===== src/hw/bcm_consts.svh =====
// constants for the branch, call and move execution block
`ifndef BCM_CONSTS_SVH
`define BCM_CONSTS_SVH
`define BCM_OP_IJMP 8'h73
`define BCM_OP_JUMP_BIT_CLEAR 8'h30
`define BCM_OP_JUMP_CARRY_CLEAR 8'h50
`define BCM_OP_JUMP_CARRY_SET 8'h40
`define BCM_OP_JUMP_NONZERO 8'h70
`define BCM_OP_JUMP_ZERO 8'h60
`define BCM_OP_LONG_CALL 8'h12
`define BCM_OP_LONG_JUMP 8'h02
`define BCM_OP_MOVAR 5'h1D
`define BCM_LEN_1 2'h1
`define BCM_LEN_2 2'h2
`define BCM_LEN_3 2'h3
`define BCM_LAST_1 2'h0
`define BCM_LAST_2 2'h1
`define BCM_LAST_3 2'h2
`define BCM_LAST_4 2'h3
`define BCM_MC_OPND1 2'h1
`define BCM_MC_OPND2 2'h2
`define BCM_MC_LAST 2'h3
`define BCM_RESET_PC 16'h0000
`define BCM_PUSH_STEP 8'h01
`define BCM_PUSH_TOTAL 8'h02
`endif


===== src/hw/bcm_pkg.sv =====
// types of the branch, call and move execution block
package bcm_pkg;
    // four clocks per machine cycle, gray along the path
    typedef enum logic [1:0] {
        PH_ADDR = 2'h0,
        PH_WAIT = 2'h1,
        PH_TAKE = 2'h3,
        PH_WORK = 2'h2
    } bcm_phase_t;

    typedef struct packed {
        logic [1:0] len;
        logic [1:0] last;
        logic legal;
    } bcm_dec_t;

    typedef struct packed {
        bcm_phase_t phase;
        logic [1:0] mc;
        logic [7:0] op;
        logic [7:0] opnd1;
        logic [7:0] opnd2;
        logic [15:0] pc;
        logic [15:0] code_addr;
        logic accumulator_we;
        logic [7:0] accumulator_wdata;
        logic ram_we;
        logic [7:0] ram_addr;
        logic [7:0] ram_wdata;
        logic stack_pointer_we;
        logic [7:0] stack_pointer_wdata;
        logic done;
        logic illegal;
    } bcm_state_t;
endpackage


===== src/hw/bcm_exec.sv =====
// branch, call and byte move execution sequencer
`timescale 1ns/1ps
`include "bcm_consts.svh"

module bcm_exec (
    input wire logic CLOCK,
    input wire logic RSTN,
    output logic CODE_RD,
    output logic [15:0] CODE_ADDR,
    input wire logic [7:0] CODE_DATA,
    input wire logic [7:0] ACCUMULATOR_IN,
    input wire logic [15:0] DATA_POINTER_IN,
    input wire logic CARRY_IN,
    input wire logic [7:0] STACK_POINTER_IN,
    output logic [2:0] REG_SEL,
    input wire logic [7:0] REG_IN,
    output logic [7:0] BIT_ADDR,
    input wire logic BIT_VALUE,
    output logic [15:0] PC,
    output logic ACCUMULATOR_WE,
    output logic [7:0] ACCUMULATOR_WDATA,
    output logic RAM_WE,
    output logic [7:0] RAM_ADDR,
    output logic [7:0] RAM_WDATA,
    output logic STACK_POINTER_WE,
    output logic [7:0] STACK_POINTER_WDATA,
    output logic INSTR_DONE,
    output logic ILLEGAL
);

    ////////////////////////////////////////////////////////////////////////////////
    // decode
    function automatic bcm_pkg::bcm_dec_t decode(input logic [7:0] op);
        bcm_pkg::bcm_dec_t d;
        d = '{len: `BCM_LEN_1, last: `BCM_LAST_1, legal: 1'b1};
        case (op)
            `BCM_OP_IJMP: d = '{len: `BCM_LEN_1, last: `BCM_LAST_2, legal: 1'b1};
            `BCM_OP_JUMP_BIT_CLEAR: d = '{len: `BCM_LEN_3, last: `BCM_LAST_4, legal: 1'b1};
            `BCM_OP_JUMP_CARRY_CLEAR, `BCM_OP_JUMP_CARRY_SET,
            `BCM_OP_JUMP_NONZERO, `BCM_OP_JUMP_ZERO: begin
                d = '{len: `BCM_LEN_2, last: `BCM_LAST_3, legal: 1'b1};
            end
            `BCM_OP_LONG_CALL, `BCM_OP_LONG_JUMP: begin
                d = '{len: `BCM_LEN_3, last: `BCM_LAST_4, legal: 1'b1};
            end
            default: begin
                // unsupported opcodes retire as one-byte no-ops and are flagged
                d.legal = (op[7:3] == `BCM_OP_MOVAR);
            end
        endcase
        return d;
    endfunction

    function automatic logic [15:0] sext(input logic [7:0] rel);
        return {{8{rel[7]}}, rel};
    endfunction

    ////////////////////////////////////////////////////////////////////////////////
    // reset release
    logic [1:0] rst_sync;
    logic rst_n;

    always_ff @(posedge CLOCK or negedge RSTN) begin
        if (!RSTN) begin
            rst_sync <= 2'h0;
        end else begin
            rst_sync <= {rst_sync[0], 1'b1};
        end
    end
    assign rst_n = rst_sync[1];

    ////////////////////////////////////////////////////////////////////////////////
    // sequencer
    bcm_pkg::bcm_state_t s;
    bcm_pkg::bcm_state_t next_s;
    bcm_pkg::bcm_dec_t dec;
    logic fetch_byte;
    logic [7:0] rel;
    logic [15:0] seq_pc;
    logic [15:0] ret_pc;
    logic taken;

    always_comb begin
        dec = decode(s.op);
        // opcode byte always fetched; operands only as long as the length allows
        fetch_byte = (s.mc == 2'h0) || (s.mc < dec.len);
        rel = (s.op == `BCM_OP_JUMP_BIT_CLEAR) ? s.opnd2 : s.opnd1;
        seq_pc = s.pc + {14'h0000, dec.len};
        ret_pc = s.pc + {14'h0000, `BCM_LEN_3};
        case (s.op)
            `BCM_OP_JUMP_BIT_CLEAR: taken = !BIT_VALUE;
            `BCM_OP_JUMP_CARRY_CLEAR: taken = !CARRY_IN;
            `BCM_OP_JUMP_CARRY_SET: taken = CARRY_IN;
            `BCM_OP_JUMP_NONZERO: taken = |ACCUMULATOR_IN;
            `BCM_OP_JUMP_ZERO: taken = ~|ACCUMULATOR_IN;
            default: taken = 1'b0;
        endcase
    end

    always_comb begin
        next_s = s;
        next_s.accumulator_we = 1'b0;
        next_s.ram_we = 1'b0;
        next_s.stack_pointer_we = 1'b0;
        next_s.done = 1'b0;
        next_s.illegal = 1'b0;
        case (s.phase)
            bcm_pkg::PH_ADDR: next_s.phase = bcm_pkg::PH_WAIT;
            bcm_pkg::PH_WAIT: next_s.phase = bcm_pkg::PH_TAKE;
            bcm_pkg::PH_TAKE: begin
                next_s.phase = bcm_pkg::PH_WORK;
                if (fetch_byte) begin
                    case (s.mc)
                        2'h0: next_s.op = CODE_DATA;
                        `BCM_MC_OPND1: next_s.opnd1 = CODE_DATA;
                        default: next_s.opnd2 = CODE_DATA;
                    endcase
                end
            end
            bcm_pkg::PH_WORK: begin
                next_s.phase = bcm_pkg::PH_ADDR;
                if (fetch_byte) begin
                    next_s.code_addr = s.code_addr + 16'h0001;
                end
                // stack writes use the pre-call pointer; it is only updated at retirement
                if (s.op == `BCM_OP_LONG_CALL && s.mc == `BCM_MC_OPND1) begin
                    next_s.ram_we = 1'b1;
                    next_s.ram_addr = STACK_POINTER_IN + `BCM_PUSH_STEP;
                    next_s.ram_wdata = ret_pc[7:0];
                end
                if (s.op == `BCM_OP_LONG_CALL && s.mc == `BCM_MC_OPND2) begin
                    next_s.ram_we = 1'b1;
                    next_s.ram_addr = STACK_POINTER_IN + `BCM_PUSH_TOTAL;
                    next_s.ram_wdata = ret_pc[15:8];
                end
                if (s.mc == dec.last) begin
                    next_s.mc = 2'h0;
                    next_s.done = 1'b1;
                    next_s.illegal = !dec.legal;
                    case (s.op)
                        `BCM_OP_IJMP: next_s.pc = {8'h00, ACCUMULATOR_IN} + DATA_POINTER_IN;
                        `BCM_OP_LONG_JUMP: next_s.pc = {s.opnd1, s.opnd2};
                        `BCM_OP_LONG_CALL: begin
                            next_s.pc = {s.opnd1, s.opnd2};
                            next_s.stack_pointer_we = 1'b1;
                            next_s.stack_pointer_wdata = STACK_POINTER_IN + `BCM_PUSH_TOTAL;
                        end
                        default: next_s.pc = taken ? seq_pc + sext(rel) : seq_pc;
                    endcase
                    if (s.op[7:3] == `BCM_OP_MOVAR) begin
                        next_s.accumulator_we = 1'b1;
                        next_s.accumulator_wdata = REG_IN;
                    end
                    next_s.code_addr = next_s.pc;
                end else begin
                    next_s.mc = s.mc + 2'h1;
                end
            end
            default: next_s.phase = bcm_pkg::PH_ADDR;
        endcase
    end

    always_ff @(posedge CLOCK or negedge rst_n) begin
        if (!rst_n) begin
            s <= '0;
            s.pc <= `BCM_RESET_PC;
            s.code_addr <= `BCM_RESET_PC;
        end else begin
            s <= next_s;
        end
    end

    ////////////////////////////////////////////////////////////////////////////////
    // outputs
    assign CODE_RD = (s.phase == bcm_pkg::PH_ADDR) && fetch_byte;
    assign CODE_ADDR = s.code_addr;
    assign REG_SEL = s.op[2:0];
    assign BIT_ADDR = s.opnd1;
    assign PC = s.pc;
    assign ACCUMULATOR_WE = s.accumulator_we;
    assign ACCUMULATOR_WDATA = s.accumulator_wdata;
    assign RAM_WE = s.ram_we;
    assign RAM_ADDR = s.ram_addr;
    assign RAM_WDATA = s.ram_wdata;
    assign STACK_POINTER_WE = s.stack_pointer_we;
    assign STACK_POINTER_WDATA = s.stack_pointer_wdata;
    assign INSTR_DONE = s.done;
    assign ILLEGAL = s.illegal;
endmodule // bcm_exec


===== config.mk =====
export PLATFORM = sky130hd
export DESIGN_NAME = bcm_exec
export DESIGN_NICKNAME = d
export VERILOG_FILES = /design/src/hw/bcm_pkg.sv /design/src/hw/bcm_exec.sv
export VERILOG_INCLUDE_DIRS = /design/src /design/src/hw
export SDC_FILE = /design/constraint.sdc
export NUM_CORES = 1
export LEC_CHECK = 0
export BUFFER_PORTS_ARGS = -buffer_cell sky130_fd_sc_hd__buf_2
export CORE_MARGIN = 5
export CORE_UTILIZATION = 52
export DETAILED_ROUTE_END_ITERATION = 7
export PLACE_DENSITY = 0.89
export SYNTH_ARGS = -nofsm -noshare
export SYNTH_HDL_FRONTEND = slang
export SYNTH_SLANG_ARGS = --single-unit

===== constraint.sdc =====
create_clock -name CLOCK -period 2.9 [get_ports CLOCK]
set_clock_uncertainty 0.05 [all_clocks]
set_input_delay 0.29 -clock CLOCK [delete_from_list [all_inputs] [get_ports CLOCK]]
set_output_delay 0.29 -clock CLOCK [all_outputs]
set_load 0.05 [all_outputs]

==> summary.md <==
- **run status** finished with violations
- **violations in the final reports** DRC, setup timing
- **Worst Path Arrival** 4.53 ns
- **Max transition margin** 45.4%
- **cell type contributing the most total cell area after synthesis** dfrtp_1
- **via count of the first global-routing pass** 6573
- **global-route wire length before repair** 34100 um
- **combined global-route utilization of all metal layers** 26.0%
- **maximum buffer depth of the clock tree** 2
- **data required time of the critical path** 3.06 ns
- **top_reg_cell synth** dfrtp_1
- **unrepaired setup endpoints after global routing** yes
- **leakage power summed over all cells** 0.00452 uW
- **Detail Placement HPWL** 15800 um
- **series of cell instances along the critical path** or4b_4 -> nor2_4 -> nor2_4 -> fa_2 -> nor2b_4 -> nand4_1 -> buf_4 -> xnor2_4 -> ha_4 -> a21o_1 -> nor2b_4 -> a211oi_4 -> buf_4 -> and4b_1 -> o31ai_2 -> xnor2_1 -> a222oi_1 -> a211oi_1
- **largest fanout of any net on the critical path** 5
- **clock latency of the later-clocked register in the worst-skew pair** 0.36 ns
- **initial core utilization** 52.6%
- **average cell area after synthesis** 9.09 um^2
- **final count of hold timing violations** 0
- **die boundary width** 128 um
- **count of pins over their slew limit** 0
- **type of element capturing the critical path** register
- **type of the worst min-delay path** input port to register
- **drt first-iter violations** 874
- **Setup CP Type** register to register
- **cell area power density** 947 nW/um^2
- **count of standard-cell rows** 43
- **#FFs+latches synth** 99
- **post-synthesis instance total** 793
- **net count after synthesis** 881
- **timing-limited maximum frequency** 229 MHz
- **vertical extent of the die** 128 um
- **CP Launch Type** register
- **worst ir drop on vdd** 0.422 mV
- **sequential fraction of the synthesis area** 34.4%
- **proportion of layout cells with a drive suffix above 1** 44.6%
- **count of buffers inserted at the top-level ports** 132
- **final setup violation count** 38
- **Cell Area, Synth** 7210 um^2
- **Clock transition at path regs** 0.07 ns
- **ranking of synthesized cells by area** dfrtp_1 34%, buf_4 8.0%, mux2_2 6.9%
- **detailed-routing iteration count for the pre-antenna-repair pass** 8
- **routed length per instance** 20.6 um
- **synthesis-to-layout area growth** 33.0%
- **Period minus WS final** 4.37 ns
- **slew at the pin closest to its max-slew limit** 0.816 ns
- **IO Pins** 133
- **CTS tree** done
- **n_diodes** 0
- **root buffer cell** clkbuf_16
- **total negative slack for setup checks** -30.16 ns
- **Core Box Area** 13700 um^2
- **final worst-path cycle share** 151%
- **pin count of the biggest net entering global routing** 61
- **share of the synthesized area in the top cell type** 34.4%
- **total number of clock tree sinks** 99
- **share of flip-flops with an asynchronous set or reset after synthesis** 100%
- **Min Hold Slack** 0.111 ns
- **H-Tree Depth** 3
- **slowest stage cell, crit path** or4b_4
- **routed wire length** 24200 um
- **setup ws final** -1.47 ns
- **Final GP Congestion** 0.968
- **count of flip-flops with a built-in enable after synthesis** 0
- **number of antenna violations at the first check in global routing** 0
- **number of nets with antenna violations after detailed routing** 0
- **Syn. warnings** 0
- **TritonCTS buffer count** 9
- **area of the die** 16300 um^2
- **# nets final** 1075
- **max-cap viol count** 0
- **CP max stage delay** 0.58 ns
- **DRC violations left** 1
- **Overflow after GRT** 0
- **post-route core utilization** 69.9%
- **count of cell types in the netlist** 71
- **DR vias** 7074
- **Via-to-Cell Ratio** 6.04
-- final timing paths --
kind	slack, ns	from	to	cells past startpoint
worst max-delay path	-1.47	REG_SEL[2]$_DFFE_PN0P_	CODE_ADDR[15]$_DFFE_PN0P_	18
worst min-delay path	0.11	REG_IN[5]	ACCUMULATOR_WDATA[5]$_DFFE_PN0P_	2
worst max register to register	-1.47	REG_SEL[2]$_DFFE_PN0P_	CODE_ADDR[15]$_DFFE_PN0P_	18
worst min register to register	0.32	rst_sync[0]$_DFF_PN0_	rst_sync[1]$_DFF_PN0_	0
max in group asynchronous	1.74	rst_sync[1]$_DFF_PN0_	CODE_ADDR[15]$_DFFE_PN0P_	1
min in group asynchronous	0.18	RSTN	rst_sync[1]$_DFF_PN0_	2
-- synth_stat cells (all sizes together) (4+ instances only) --
library cell,instances
dfrtp,99
buf,89
nand2,83
o21ai,59
nor2,54
mux2,44
xnor2,35
ha,33
a21oi,32
xor2,29
nand3,26
inv,21
clkbuf,20
a22oi,17
nand4,14
a21o,12
and3,10
mux2i,7
nand2b,7
a211oi,6
nor3,6
o211ai,6
a221o,5
a222oi,4
a31oi,4
nor2b,4
o21a,4
o21bai,4
or2,4
-- area by class of cell --
cell class	instances	area (um^2)
Clock buffer	10	229
Multi-Input combinational cell	565	4510
Sequential cell	99	2480
Fill cell	945	4130
Timing Repair Buffer	291	2000
Inverter	21	83.8
Tap cell	180	225
Clock inverter	6	57.6
-- power by group --
group | internal, uW | switching [uW]
Sequential | 1700 | 319
Clock | 603 | 586
Combinational | 2490 | 3380
-- worst max-delay path, delay by kind of cell (launching register included) --
family | cells | cell delay [ns]
DFF | 1 | 0.40
AOI/OAI and AO/OA | 5 | 0.99
buffers and inverters | 2 | 0.37
xor gates and xnor gates | 2 | 0.32
adders and majority gates | 2 | 0.66
and+or+nand+nor | 7 | 1.45
-- sequential cells by signal, indices dropped and copies added (netlist names) --
signal	count
ILLEGAL	1
STACK_POINTER_WE	1
INSTR_DONE	1
BIT_ADDR	8
STACK_POINTER_WDATA	8
RAM_WE	1
RAM_ADDR	8
RAM_WDATA	8
CODE_ADDR	16
PC	16
ACCUMULATOR_WE	1
rst_sync	2
ACCUMULATOR_WDATA	8
s	17
REG_SEL	3
-- cells in the final DEF, fill, tap and decap left out, types with 14 or more instances in the layout --
cell | synthesis | final
a21oi_1 | 32 | 22
a22oi_1 | 17 | 16
buf_2 | 8 | 131
buf_4 | 77 | 138
buf_6 | 2 | 14
dfrtp_1 | 99 | 98
ha_1 | 33 | 26
inv_1 | 19 | 16
mux2_2 | 44 | 37
nand2_1 | 80 | 73
nand3_1 | 25 | 24
nand4_1 | 14 | 14
nor2_1 | 53 | 42
o21ai_0 | 58 | 43
xnor2_1 | 35 | 27
xor2_1 | 29 | 29
-- what timing repair did --
action / 4_1_cts / 5_1_grt
buffers inserted: 14 / 19
endpoints found under the hold margin: 2 / 0
resized for setup: 42 / 67
hold buffers: 1 / 0
endpoints found under the setup margin: 33 / 46
gates cloned: 0 / 1
pin swaps: 32 / 63
-- through the flow --
stage                     total power, uW  setup slack, ns  instances  area [um^2]
after CTS                            8260            -1.29       1153         9100
after global placement               6520            -1.14       1123         8500
final                                9080            -1.47       1172         9590
after global routing                 9440            -1.63       1172         9590
after floorplan                      5390            -1.29        793         7330
after detailed placement             6660            -1.38       1123         8500
-- kinds of logic after synthesis --
| group | synth area share [%] |
|---|---|
| other | 0.0520 |
| flip-flops | 34.4 |
| multiplexers | 7.84 |
| AND/OR/NAND/NOR | 15.9 |
| XOR/XNOR | 7.77 |
| buffers and inverters | 11.1 |
| adder cells (fa/ha/maj) | 6.56 |
| AO/OA/AOI/OAI | 16.4 |
-- per-layer routing --
layer  vias to the layer above  routed length, um  part of all wire, %  GRT usage, %
met3                        97               2140                  8.8          5.50
met2                       431              11600                   48          41.3
met1                      3400               9360                   39          35.0
met4                         0               1150                  4.8          9.55
li1                       3146                  -                    -             -
met5                         -                  0                    0             0
No activity file was read; power rests on OpenSTA's default activity.
